===== config.mk =====
export PLATFORM = sky130hd
export DESIGN_NAME = timer_run_control
export DESIGN_NICKNAME = d
export VERILOG_FILES = /design/src/logic/timer_run_pkg.sv /design/src/logic/timer_run_control.sv /design/src/logic/timer_prescaler.sv
export SDC_FILE = /design/constraint.sdc
export NUM_CORES = 1
export LEC_CHECK = 0
export ABC_AREA = 1
export BUFFER_PORTS_ARGS = -buffer_cell sky130_fd_sc_hd__buf_4
export CORE_ASPECT_RATIO = 0.6
export CORE_MARGIN = 8
export CORE_UTILIZATION = 30
export CTS_CLUSTER_SIZE = 10
export DETAILED_ROUTE_END_ITERATION = 10
export PLACE_DENSITY = 0.58
export SLEW_MARGIN = 20
export SYNTH_ARGS = -nofsm -noshare
export SYNTH_HDL_FRONTEND = slang
export SYNTH_SLANG_ARGS = --single-unit
export TNS_END_PERCENT = 1

===== constraint.sdc =====
create_clock -name clk -period 1.2 [get_ports clk]
set_input_delay 0.18 -clock clk [delete_from_list [all_inputs] [get_ports clk]]
set_output_delay 0.18 -clock clk [all_outputs]
set_load 0.01 [all_outputs]

===== src/logic/timer_run_pkg.sv =====
// Package for the timer run and control block: offsets, bit positions,
// reset values, counts and the carrier structs.
// Assumes a byte-addressed register port with one 32-bit word per register.
`default_nettype none
package timer_run_pkg;

    // Register byte offsets within the channel
    localparam logic [7:0] ADDR_ENABLE = 8'h00;
    localparam logic [7:0] ADDR_RUN = 8'h04;
    localparam logic [7:0] ADDR_CONTROL = 8'h08;
    localparam logic [7:0] ADDR_UPCOUNT = 8'h1c;

    // Field positions
    localparam int BIT_MODULE_ENABLE = 0;
    localparam int BIT_COUNT_RUN = 0;
    localparam int BIT_PRESCALER_RUN = 2;
    localparam int BIT_IDLE_OPERATE = 3;
    localparam int BIT_SYNC_SELECT = 5;
    localparam int BIT_CONTROL_SPARE = 6;
    localparam int BIT_DOUBLE_BUFFER = 7;

    // Widths and counts
    localparam int COUNT_WIDTH = 16;
    localparam int PRESCALE_WIDTH = 4;
    localparam logic [3:0] PRESCALE_LAST = 4'h1;
    localparam logic [15:0] COUNT_RESET = 16'h0000;
    localparam logic [31:0] WORD_RESET = 32'h0000_0000;

    // Register port request from the processor side
    typedef struct packed {
        logic [7:0] addr;
        logic [31:0] wdata;
        logic wr;
        logic rd;
    } reg_req_t;

    // Configuration presented to the compare and channel logic
    typedef struct packed {
        logic doubleBuffer;
        logic syncSelect;
        logic idleOperate;
    } timer_cfg_t;

endpackage : timer_run_pkg
`default_nettype wire


===== src/logic/timer_run_control.sv =====
// Run and control logic for one 16-bit up-counting timer channel: enable,
// run and control registers, prescaler gating and the up-counter.
// Assumes idleMode and syncRun come from logic on the same clock.
//
// Design decisions made here: the plain strobed port and the register offsets.
`timescale 1ns/100ps
`default_nettype none
module timer_run_control (
    // Clock and reset
    input wire logic clk,
    input wire logic rst,
    // Register port
    input wire timer_run_pkg::reg_req_t req,
    output logic [31:0] rdata,
    // System status
    input wire logic idleMode,
    input wire logic syncRun,
    // Channel outputs
    output timer_run_pkg::timer_cfg_t cfg,
    output logic [15:0] upCount,
    output logic counting,
    output logic prescaleTick
);
    import timer_run_pkg::*;

    // Whole module state
    typedef struct packed {
        logic moduleEnable;
        logic countRun;
        logic prescalerRun;
        logic idleOperate;
        logic syncSelect;
        logic controlSpare;
        logic doubleBuffer;
        logic [COUNT_WIDTH-1:0] count;
        logic [COUNT_WIDTH-1:0] snapshot;
        logic [31:0] rdata;
    } run_state_t;

    run_state_t state_q;
    run_state_t state_d;

    logic tick;
    logic idleHold;
    logic prescEnable;
    logic countEnable;
    logic gatedAccess;
    logic wrEnable;
    logic wrRun;
    logic wrControl;
    logic [31:0] readWord;

    // Address match, shared by reads and writes
    function automatic logic hit(input logic [7:0] addr, input logic [7:0] offset);
        hit = (addr == offset);
    endfunction : hit

    // Idle low-power stop unless idle operation is allowed
    assign idleHold = idleMode && !state_q.idleOperate;

    // Prescaler runs only with its run bit and the module clock on
    assign prescEnable = state_q.moduleEnable && state_q.prescalerRun && !idleHold;

    // Counter advances when running, in step with the master if synchronous
    assign countEnable = state_q.moduleEnable && state_q.countRun && !idleHold
        && (!state_q.syncSelect || syncRun);

    // Registers other than enable are reachable only while enabled
    assign gatedAccess = state_q.moduleEnable;

    // Write decode
    assign wrEnable = req.wr && hit(req.addr, ADDR_ENABLE);
    assign wrRun = req.wr && gatedAccess && hit(req.addr, ADDR_RUN);
    assign wrControl = req.wr && gatedAccess && hit(req.addr, ADDR_CONTROL);

    timer_prescaler u_prescaler (
        .clk(clk),
        .rst(rst),
        .enable(prescEnable),
        .tick(tick)
    );

    // Read word selection; unused bits read zero
    always_comb begin
        readWord = WORD_RESET;
        if (hit(req.addr, ADDR_ENABLE)) begin
            readWord[BIT_MODULE_ENABLE] = state_q.moduleEnable;
        end else if (gatedAccess) begin
            if (hit(req.addr, ADDR_RUN)) begin
                readWord[BIT_COUNT_RUN] = state_q.countRun;
                readWord[BIT_PRESCALER_RUN] = state_q.prescalerRun;
            end else if (hit(req.addr, ADDR_CONTROL)) begin
                readWord[BIT_IDLE_OPERATE] = state_q.idleOperate;
                readWord[BIT_SYNC_SELECT] = state_q.syncSelect;
                readWord[BIT_CONTROL_SPARE] = state_q.controlSpare;
                readWord[BIT_DOUBLE_BUFFER] = state_q.doubleBuffer;
            end else if (hit(req.addr, ADDR_UPCOUNT)) begin
                // Live count while running, captured value while stopped
                readWord[COUNT_WIDTH-1:0] = state_q.countRun
                    ? state_q.count : state_q.snapshot;
            end
        end
    end

    // Next state
    always_comb begin
        state_d = state_q;
        // Read data stand for one cycle only
        state_d.rdata = req.rd ? readWord : WORD_RESET;
        if (wrEnable) begin
            state_d.moduleEnable = req.wdata[BIT_MODULE_ENABLE];
        end
        if (wrControl) begin
            state_d.doubleBuffer = req.wdata[BIT_DOUBLE_BUFFER];
            state_d.controlSpare = req.wdata[BIT_CONTROL_SPARE];
            state_d.syncSelect = req.wdata[BIT_SYNC_SELECT];
            state_d.idleOperate = req.wdata[BIT_IDLE_OPERATE];
        end
        // Capture the count every cycle it runs, for reads after a stop
        if (state_q.countRun && state_q.moduleEnable) begin
            state_d.snapshot = state_q.count;
        end
        // Count on each prescaler tick
        if (countEnable && tick) begin
            state_d.count = state_q.count + 16'h0001;
        end
        if (wrRun) begin
            state_d.prescalerRun = req.wdata[BIT_PRESCALER_RUN];
            state_d.countRun = req.wdata[BIT_COUNT_RUN];
            if (!req.wdata[BIT_COUNT_RUN]) begin
                // Stop and clear
                state_d.count = COUNT_RESET;
            end
        end
    end

    // State register
    always_ff @(posedge clk) begin
        if (rst) begin
            state_q <= '0;
        end else begin
            state_q <= state_d;
        end
    end

    // Outputs from the state registers; counting also decodes idleMode and syncRun
    assign rdata = state_q.rdata;
    assign upCount = state_q.count;
    assign counting = countEnable;
    assign prescaleTick = tick;
    assign cfg.doubleBuffer = state_q.doubleBuffer;
    assign cfg.syncSelect = state_q.syncSelect;
    assign cfg.idleOperate = state_q.idleOperate;
endmodule : timer_run_control
`default_nettype wire


===== src/logic/timer_prescaler.sv =====
// Prescaler for one timer channel: a free divider that pulses tick once
// per PRESCALE_LAST+1 clocks while enabled, and clears when disabled.
// Assumes enable comes from logic on the same clock.
`timescale 1ns/100ps
`default_nettype none
module timer_prescaler (
    // Clock and reset
    input wire logic clk,
    input wire logic rst,
    // Control
    input wire logic enable,
    // Tick out
    output logic tick
);
    import timer_run_pkg::*;

    typedef struct packed {
        logic [PRESCALE_WIDTH-1:0] div;
        logic tick;
    } presc_state_t;

    presc_state_t state_q;
    presc_state_t state_d;

    // Divider next state; held at zero while stopped
    always_comb begin
        state_d = state_q;
        state_d.tick = 1'b0;
        if (!enable) begin
            state_d.div = '0;
        end else if (state_q.div == PRESCALE_LAST) begin
            state_d.div = '0;
            state_d.tick = 1'b1;
        end else begin
            state_d.div = state_q.div + 4'h1;
        end
    end

    // State register
    always_ff @(posedge clk) begin
        if (rst) begin
            state_q <= '0;
        end else begin
            state_q <= state_d;
        end
    end

    assign tick = state_q.tick;

endmodule : timer_prescaler
`default_nettype wire


# Yosys cells after proc, flatten, opt, wreduce, memory -nomap -nowiden

Index checks and enable logic that the tools add are counted.

Latch bits: 0
Logic and storage cells: 61
Bits in registers: 76
Memories: 0
Memory bits (read-only): 0
Output and inout bits: 53
RAM bits: 0

Divide/modulo/power cells: 0
Reductions and logical operators: 22
Multiply operators: 0
Magnitude comparators: 0
Eq/ne operators: 4
Bitwise operators: 4
Shift-type cells: 0
Add/subtract/negate cells: 2
Multiplexer cells: 13

Operator list:

| kind                                                | number |
|---|---|
| two-way mux 16 bit                                  | 5 |
| adder 16 x 1 -> 16 bit, second input constant       | 1 |
| logical AND 1 bit                                   | 11 |
| equality test 8 x 3 -> 1 bit, second input constant | 1 |
| equality test 8 x 4 -> 1 bit, second input constant | 1 |
| equality test 8 x 5 -> 1 bit, second input constant | 1 |
| logical NOT 8 bit                                   | 1 |
| OR reduction 7 bit                                  | 1 |
| two-way mux 1 bit                                   | 6 |
| two-way mux 3 bit                                   | 2 |
| OR reduction 5 bit                                  | 1 |
| adder 4 x 1 -> 4 bit, second input constant         | 1 |
| equality test 4 x 1 -> 1 bit, second input constant | 1 |
| NOT 1 bit                                           | 4 |
| OR reduction 2 bit                                  | 2 |
| OR reduction 4 bit                                  | 1 |
| logical NOT 1 bit                                   | 3 |
| OR reduction 3 bit                                  | 1 |
| logical OR 1 bit                                    | 1 |

# Longest topological paths before layout

Gate-level depths: netlist of the first run.

Depth after elaboration: 9
Depth in mapped cells: 9

# Hierarchy

Synthesis of the first run repeated with hierarchy kept, for this count alone.

Cells, all modules: 398
Area total of the unflattened synthesis: 3052.9 um2

Modules (own cells, without submodules):

| module            | instances | cells an instance | sequential area each (um2) | area an instance (um2) |
|---|---|---|---|---|
| timer_run_control | 1         | 374               | 1101.1                     | 2841.5 |
| timer_prescaler   | 1         | 24                | 100.1                      | 211.5 |

# Least setup slack after synthesis of the first run

Ideal clock, no wire load.

Kind: reg-to-reg
From: register state_q (netlist bit upCount[0])
To: register state_q (netlist bit upCount[14])
Setup slack: -0.087 ns
Data required time: 1.087 ns
Library setup time: 0.113 ns
Stages on the path, launching flop included: 7
Arrival time: 1.174 ns
Cells stage by stage: dfxtp_1 -> ha_1 -> inv_1 -> nor3_4 -> nand3_1 -> nor2_1 -> nor2_1

Cells in the longest elaborated chain, start to end: 4

Ends and longest elaborated chain:

| item                     | RTL line                 | RTL |
|---|---|---|
| start, declared          | timer_run_control.sv:40  | `run_state_t state_q;` |
| start signal, assigned   | timer_run_control.sv:142 | `state_q <= state_d;` |
| adder 16 x 1 -> 16 bit * | timer_run_control.sv:125 | `state_d.count = state_q.count + 16'h0001;` |
| two-way mux 16 bit *     | timer_run_control.sv:124 | `if (countEnable && tick) begin` |
| two-way mux 16 bit       | timer_run_control.sv:130 | `if (!req.wdata[BIT_COUNT_RUN]) begin` |
| two-way mux 16 bit *     | timer_run_control.sv:127 | `if (wrRun) begin` |

Every way passes the cells marked *; elsewhere a longest branch is shown, timed or not.
A chain may end at the register's enable or synchronous reset.

# Worst setup path in the final report of the first run

From: register state_q (netlist bit gatedAccess)
To: output port counting

Cells in the longest elaborated chain, start to end: 3

Ends and longest elaborated chain:

| item                            | RTL line                | RTL |
|---|---|---|
| logical AND 1 bit (2 in series) | timer_run_control.sv:65 | `assign countEnable = state_q.moduleEnable && state_q.countRun && !idleHold` |
| logical AND 1 bit               | timer_run_control.sv:66 | `&& (!state_q.syncSelect \|\| syncRun);` |
| end, declared                   | timer_run_control.sv:21 | `output logic counting,` |

Every way passes these cells.

==> run summary, run 1 <==
Area of the core: 9910 µm². Once detail routing completed, the nets flagged for antenna violations numbered 0. The run gives 3.45 mm as the detailed-routed wire length on met2.

The effective utilization at floorplan came out at 31.0%. The standby leakage power came out at 0.00184 µW. In the final routing, the length of wire on met1 measures 4.18 mm. The mean cell area of the mapped netlist works out to 7.38 µm².

CTS built an H-tree with a depth of 3. Fill cells in the final layout number 992. The number of global-route vias before repair is 2590. Among cell families on the critical path, the largest total delay comes from buffers and inverters. For the cell count after synthesis, the log shows 417.

The fraction of registers with async set/reset was 0%; the reported max-cap violation count was 0. The critical path arrival is 1.21 ns. Of all nets on the critical path, the largest fanout is 2. The clock arrives with 0.00744 ns of skew.

In the final layout, flip-flops and latches occupy 1220 µm². The sort of element at the start of the critical path is a flip-flop. For the maximum number of pins on one net before global-route repair, the log shows 21.

The final estimated routing congestion in global placement came out at 0.862. The kind of path behind the tightest hold check was in -> reg. The cell sitting at the root of the clock tree is a sky130_fd_sc_hd__clkbuf_16. Hold is met by 0.113 ns. The tools report the total routing usage reported by global routing as 12.4%.

In the final routed layout, each cell accounts on average for 13.3 µm. TritonCTS built the clock tree. The clock insertion delay at the later pin of the skew report is 0.33 ns, and the area added between synthesis and finish is 38.0%.

The placed instance area was 3730 µm²; the number of antenna diodes was 0. The sum of buffers and inverters on the critical path was 5. The predominant post-synthesis flop cell was sky130_fd_sc_hd__dfxtp_1. The logs give 8.42 mm for the final routed wirelength across all metal layers and 32 for the count of cell types in the netlist. The full die area came out at 13900 µm². The floorplan has 28 rows. Setup repair after global routing could not meet its margin everywhere. The vertical die dimension came out at 94.4 µm.

Input and output buffers added on the ports amount to 56. The share of layout cells above drive strength 1 was 35.8%. The number of hold buffers added after CTS was 0.

The number of antenna violations at the first check in global routing is 0, and the delay contributed by the slowest stage of the critical path is 0.35 ns. The tools report the post-synthesis sequential area ratio as 39.1%. Most frequent cell on the critical path: sky130_fd_sc_hd__buf_6. Dividing the final minimum period by the clock period gives 116%.

In the detailed route, the total length drawn on met3 is 685 µm. Based on the critical path, the design can be clocked at up to 719 MHz. The wire-length estimate of the detail-placed layout is 6.52 mm. Traced cell by cell, the critical path runs through buf_12 > nand2_8 > clkinv_4 > nand3_4 > buf_6 > inv_2 > buf_6.

The logs give 0 for the count of unresolved DRC violations after routing and 2 for the maximum count of clock buffers along a single path. The die is 147 µm wide. The remaining global-route overflow was 0. Yosys instantiated no cell more often than sky130_fd_sc_hd__nand2_1. The count of TritonRoute iterations in the first routing pass came out at 5. The uppermost layer routed is met4. Yosys printed 0 warnings. With fillers left out, the area of the finished cells amounts to 4250 µm².

The worst setup path is captured at an output pin. In the routed layout, each cell is associated on average with a via count of 4.44. The violation count after the first detailed-route iteration is 208.

The commonest cells after synthesis are sky130_fd_sc_hd__nand2_1, sky130_fd_sc_hd__dfxtp_1, sky130_fd_sc_hd__buf_4. The logs give 541 for the number of nets in the layout and 2804 for the number of vias after detailed routing. In this run the power density over the cells is 1160 nW/µm².

The final reports fail on setup timing. The clock drives 60 sinks. For the required time reported for the critical path endpoint, the log shows 1.02 ns. The count of final max-slew check failures came out at 0. Summed over all instances, the cell type with the most area after synthesis is sky130_fd_sc_hd__dfxtp_1. Clock-pin slew was measured on the worst setup and hold paths at 0.05 ns.

The run finished, with violations left. The first global-routing pass estimated 13.5 mm of wire. In this run the cell area of the synthesized design comes to 3080 µm². Counting flops with a built-in enable in the synthesized netlist gives 0. The least setup slack across all paths after layout was -0.191 ns. Maximum resistive drop on vdd: 774 µV. Summing all multi-input logic gate instances after layout gives 1440 µm². In this run the count of I/O pins placed on the die edge is 99. The slowest stage of the critical path is the sky130_fd_sc_hd__dfxtp_4 cell. The minimum period implied by the final worst setup slack is 1.39 ns, and the number of buffers created by CTS is 9. The share of Yosys cell area claimed by the top area cell type works out to 39.1%. The critical path is of the reg -> out type. Setup violations remaining at the end of the flow were counted as 28. After synthesis, the cell types taking the most area are sky130_fd_sc_hd__dfxtp_1, sky130_fd_sc_hd__buf_4, sky130_fd_sc_hd__nand2_1. The logs give -2.08 ns for the total negative setup slack and 0 for the hold violation count in the final report. The post-synthesis register bit count came out at 60.
[report_power, final]
part / total [µW] / switching (µW) / internal, µW
sequential: 1990 / 0.0437 / 1990
clock: 2780 / 913 / 1870
combinational: 167 / 93.9 / 72.6
total: 4940 / 1010 / 3930
[sequential cells by signal (all words and copies together), names as in the netlist]
name,flops
cfg,3
u_prescaler.tick,1
upCount,16
u_prescaler.state_q,4
rdata,16
gatedAccess,1
state_q,19
[metal layers]
layer / GRT usage (%) / vias to the layer above
li1: - / 1424
met1: 16.6 / 1285
met2: 17.6 / 86
met3: 5.25 / 9
met4: 4.35 / 0
met5: 0 / -
[cell families after synthesis]
family	Yosys count	synth area share, %
fa+ha+maj	3	1.22
flops	60	39.1
xor+xnor	6	1.71
simple gates	178	26.5
other cells	1	0.122
compound gates	67	11.6
buf+inv	102	19.8
[final timing paths]
path	from	endpoint	cells after the start	slack (ns)
max	gatedAccess	counting	7	-0.19
max reg2reg	gatedAccess	upCount[12]	11	-0.15
min	req[8]	state_q[65]	3	0.11
min reg2reg	state_q[32]	state_q[32]	2	0.44
[stage by stage]
step | total power (µW) | utilization, % | cells | worst slack (ns)
after global placement | 2190 | 37.6 | 612 | -0.134
after floorplan | 2150 | - | 432 | -0.00466
after CTS | 5010 | 41.9 | 631 | -0.233
after global routing | 5110 | 42.8 | 632 | -0.258
final | 4940 | 42.8 | 632 | -0.191
after detailed placement | 2190 | 37.6 | 612 | -0.165
[final cells by class]
type | instances | share of cell area, %
sequential | 60 | 28.7
inverter | 38 | 3.60
clock buffer | 10 | 5.63
clock inverter | 6 | 2.06
timing repair buffer | 113 | 22.2
tap | 135 | 3.98
multi-input combinational | 270 | 33.8
[cells in the final DEF (no fill, tap or decap), types with 4 or more instances in the layout]
master,n
sky130_fd_sc_hd__clkbuf_16,9
sky130_fd_sc_hd__dfxtp_2,9
sky130_fd_sc_hd__a21oi_1,32
sky130_fd_sc_hd__nand4_1,8
sky130_fd_sc_hd__buf_4,102
sky130_fd_sc_hd__nand3_1,18
sky130_fd_sc_hd__buf_6,5
sky130_fd_sc_hd__nor2_2,6
sky130_fd_sc_hd__inv_1,34
sky130_fd_sc_hd__nor2_1,46
sky130_fd_sc_hd__o21ai_0,17
sky130_fd_sc_hd__conb_1,16
sky130_fd_sc_hd__xor2_1,4
sky130_fd_sc_hd__buf_12,6
sky130_fd_sc_hd__nand2_1,80
sky130_fd_sc_hd__nand2_2,4
sky130_fd_sc_hd__o21ai_1,6
sky130_fd_sc_hd__dfxtp_1,49
[worst min-delay path: stages]
cell and delay, ns:
sky130_fd_sc_hd__buf_4 0.08, sky130_fd_sc_hd__o21ai_0 0.07, sky130_fd_sc_hd__nor2_1 0.08
[what timing repair did]
action	4_1_cts	5_1_grt
gates cloned	0	0
setup endpoints to repair	31	56
pin swaps	4	2
buffers inserted	3	1
hold endpoints to repair	0	0
resized for setup	27	24
No activity file was read; power rests on OpenSTA's default activity.
==> run 2, diff against run 1 <==
Settings changed: ABC_AREA 1 to not set.
==> run 2 against run 1 <==
The run still ends with setup timing left. Count of clock-buffer cells in the layout grew 4. Routed wire length down 4.0%. Critical path depth decreased by 2. Via count down 13%. Utilization up 0.20 points. Clock skew is 0.0030 ns lower. Worst hold slack got worse by 0.029 ns. Non-clock buffer count is 3 lower. Setup slack got worse by 0.36 ns. Combinational power barely moved. Register-to-register slack lost 0.40 ns. Critical path type is now reg -> reg.
==> run summary, run 2 <==
The run finished, with violations left. The final reports fail on setup timing. For the minimum setup slack among reg-to-reg paths, the log shows -0.55 ns (-0.40 ns). The area added between synthesis and finish is 37.9% (about the same).

Maximum count of clock buffers along a single path: 2 (unchanged). The tools report the maximum resistive drop on vdd as 602 µV (-22%). The reported max-cap violation count is 0 (unchanged), and the remaining global-route overflow is 0 (unchanged). The post-synthesis register bit count came out at 60 (unchanged). The tools report the critical path arrival as 2.01 ns (+0.80 ns).

For the post-synthesis sequential area ratio, the log shows 41.5% (+2.4 points). The power density over the cells is 1200 nW/µm² (+2.8%). Ranked by instance count, the synthesized netlist is headed by sky130_fd_sc_hd__dfxtp_1, sky130_fd_sc_hd__buf_4, sky130_fd_sc_hd__nand2_1. The violation count after the first detailed-route iteration was 143 (-31%). The tools report the total I/O pin count as 99 (unchanged).

The run gives 1.46 ns (+0.44 ns) as the required time reported for the critical path endpoint. The cell count after synthesis was 337 (-19%); the total negative setup slack was -6.72 ns (-4.63 ns). The number of antenna diodes is 0 (unchanged), and the via-per-instance ratio is 4.50 (+1.4%). For the number of H-tree levels, the log shows 3 (unchanged). Switching fraction of total power: 19.9% (-0.52 points). The count of final max-slew check failures was 0 (unchanged); the total setup violations reported at the end of the flow was 26 (-7.1%). The tools report the count of cell types in the netlist as 39 (+22%).

For the wire length of the first global-routing pass, the log shows 12.5 mm (-7.1%). The number of fill cells in the layout was 924 (-6.9%); the mean cell area of the mapped netlist was 8.60 µm² (+17%). The worst clock skew on the final layout was 0.00445 ns (-0.00299 ns).

The endpoint of the worst hold path was state_q[65]. The internal cell power was 3830 µW (-2.6%). The kind of critical path is reg -> reg.

The minimum period implied by the final worst setup slack came out at 1.75 ns (+0.358 ns). The count of TritonRoute iterations in the first routing pass is 4 (-1), and the share of the clock period used by the worst path is 146% (+30 points). In the synthesized netlist the dominant register cell turns out to be sky130_fd_sc_hd__dfxtp_1. Yosys instantiated no cell more often than sky130_fd_sc_hd__dfxtp_1. The number of flip-flops under the largest register name works out to 19 (unchanged).

The final estimated routing congestion in global placement was 0.769 (-11%); the number of warnings printed during yosys synthesis was 0 (unchanged). Share of layout cells above drive strength 1: 37.6% (+1.8 points). Area of the core: 9290 µm² (-6.3%). The run gives 0.33 ns (about the same) as the clock insertion delay at the later pin of the skew report.

The worst hold path begins at req[8]. The run gives 2397 (-7.5%) as the number of global-route vias before repair. Ranked by total cell area, the synthesized netlist is headed by sky130_fd_sc_hd__dfxtp_1, sky130_fd_sc_hd__buf_4, sky130_fd_sc_hd__mux2i_1.

The switching power is 949 µW (-5.7%). The top cell types in the final layout, fill and taps aside, are sky130_fd_sc_hd__buf_4, sky130_fd_sc_hd__dfxtp_1, sky130_fd_sc_hd__nand2_1. Sequential share of power: 41.7% (+1.4 points). The run gives 13200 µm² (-5.0%) as the full die area. The run gives 2439 (-13%) as the number of vias after detailed routing. The run gives 27 (-3.6%) as the number of cell rows. The tools report the number of nets in the layout as 457 (-16%).

The area taken by flip-flops and latches was 1220 µm² (-0.31%). In this run the critical register-to-register path is captured at upCount[13]. The maximum operating frequency was 572 MHz (-20%). The launch point of the worst reg-to-reg path is upCount[0]. Number of antenna violations at the first check in global routing: 0 (unchanged). The fraction of registers with async set/reset is 0% (unchanged), and the number of instances on the worst hold path is 3 (unchanged). The die span in x is 143 µm (-2.6%), and the count of port buffers added during placement is 56 (unchanged).

The run gives 3480 µm² (-6.6%) as the placed instance area. The largest fanout on the critical path is 5 (+3). TritonCTS built the clock tree. The length in cells of the worst reg-to-reg path is 5 (-6), and the final routed wirelength across all metal layers is 8.08 mm (-4.0%). The run gives 0 (unchanged) as the hold violation count in the final report. The post-detailed-route wirelength per cell is 14.9 µm (+12%), and the clock transition at the register clock pins on the worst setup and hold paths after CTS is 0.05 ns (about the same). The placed wire-length estimate came out at 5.71 mm (-12%). The logs give 9 (unchanged) for the number of buffers created by CTS and 0.00158 µW (-14%) for the standby leakage power.

The effective utilization at floorplan is 31.2% (+0.17 points), and the post-detailed-route count of antenna-violating nets is 0 (unchanged). The combinational share of power came out at 3.5% (about the same). For the total routing usage reported by global routing, the log shows 12.3% (-0.12 points). The area of all placed cells without fillers was 4000 µm² (-5.9%); the count of unresolved DRC violations after routing was 0 (unchanged). Setup repair after global routing could not meet its margin everywhere.

Number of enable flip-flop cells after synthesis: 0 (unchanged). The run gives 1410 µm² (-1.7%) as the area used by multi-input combinational logic. The cell area after synthesis was 2900 µm² (-5.8%); the maximum number of pins on one net before global-route repair was 25 (+19%). Kind of path behind the tightest hold check: in -> reg.

The least setup slack across all paths after layout is -0.549 ns (-0.358 ns), and the clock network power share is 54.8% (-1.5 points). The synthesized design spends more area on one cell type than any other, namely sky130_fd_sc_hd__dfxtp_1. STA classifies the critical path endpoint as a flip-flop.

The sort of element at the start of the critical path was a flip-flop. Vertical die dimension: 92.1 µm (-2.4%). The number of sinks driven by the clock tree is 60 (unchanged).

More flip-flops sit in one register than any other, and that register is state_q. The library cell used as clock root buffer is sky130_fd_sc_hd__clkbuf_16. The library cell used most frequently in the layout, excluding fill and tap cells, is sky130_fd_sc_hd__buf_4. The share of Yosys cell area claimed by the top area cell type was 41.5% (+2.4 points).
## run 2: cell count changes after synthesis, moves of 5 or more
cell                       before  now
sky130_fd_sc_hd__nand3_1       21    9
sky130_fd_sc_hd__or4_1          0    5
sky130_fd_sc_hd__nand2_1       85   42
sky130_fd_sc_hd__a211oi_1       6    0
sky130_fd_sc_hd__nor2_2         5    0
sky130_fd_sc_hd__nor2_1        50   31
sky130_fd_sc_hd__o21ai_0       24    7
sky130_fd_sc_hd__mux2i_1        0   21
sky130_fd_sc_hd__inv_1         36    5
sky130_fd_sc_hd__or3_1          0    6
## run 2: area by class of cell
class                           count  area share (%)
Clock buffer                       14            6.86
Clock inverter                      1           0.751
Inverter                            5           0.470
Multi-Input combinational cell    222            35.3
Sequential cell                    60            30.4
Tap cell                          130            4.07
Timing Repair Buffer              110            22.1
## run 2: worst max-delay path: stages (launching register included)
cell and delay, ns:
sky130_fd_sc_hd__dfxtp_2 0.32, sky130_fd_sc_hd__buf_4 0.12, sky130_fd_sc_hd__nand3_4 0.07, sky130_fd_sc_hd__or4_4 0.56, sky130_fd_sc_hd__or4_1 0.44, sky130_fd_sc_hd__a21oi_2 0.15
## run 2: per-layer routing
layer	routed length, µm	GRT usage, %
met5	0	0
met1	3950	16.2
met3	599	5.17
met4	92	4.57
met2	3440	17.5
## run 2: cell families (layout without fill, tap and decap cells)
kind of cell | Yosys count | after routing | share of synthesized area, %
buffers and inverters | 71 | 130 | 16.7
flip-flops | 60 | 60 | 41.5
AND/OR/NAND/NOR | 126 | 127 | 21.7
AO/OA/AOI/OAI | 49 | 49 | 9.63
XOR/XNOR | 6 | 6 | 1.81
adder cells (fa/ha/maj) | 3 | 3 | 1.30
multiplexers | 21 | 21 | 7.25
other | 1 | 16 | 0.129
## run 2: per-stage QoR
stage	hold WS, ns	util (%)	cells	power, µW	worst slack, ns
after floorplan	0.249	-	352	2130	-0.544
after global placement	0.412	37.4	526	2180	-0.535
after detailed placement	0.426	37.4	526	2190	-0.584
after CTS	0.0745	42.0	542	4840	-0.494
after global routing	0.0916	43.0	542	4940	-0.603
final	0.0836	43.0	542	4780	-0.549
## run 2: worst max-delay path by stage
stage                from  depth (start not counted)           to
3_3_place_gp      req[35]                          6     rdata[7]
2_1_floorplan      cfg[0]                          5  upCount[13]
3_5_place_dp   upCount[0]                          5   upCount[8]
6_report       upCount[0]                          5  upCount[13]
4_1_cts            cfg[0]                          5   upCount[3]
5_1_grt        upCount[0]                          5  upCount[13]
## run 2: power by group through the flow
stage | registers, µW | clock network, µW | logic, µW
3_3_place_gp | 2040 | 0 | 148
6_report | 1990 | 2620 | 168
5_1_grt | 1990 | 2770 | 180
2_1_floorplan | 2040 | 0 | 95.0
4_1_cts | 1990 | 2690 | 159
3_5_place_dp | 2040 | 0 | 151
## run 2: what timing repair did
item	CTS	global route
gates cloned	1	0
resized for setup	30	22
pin swaps	12	4
hold buffers	0	0
setup buffers	0	0
setup endpoints to repair	55	42
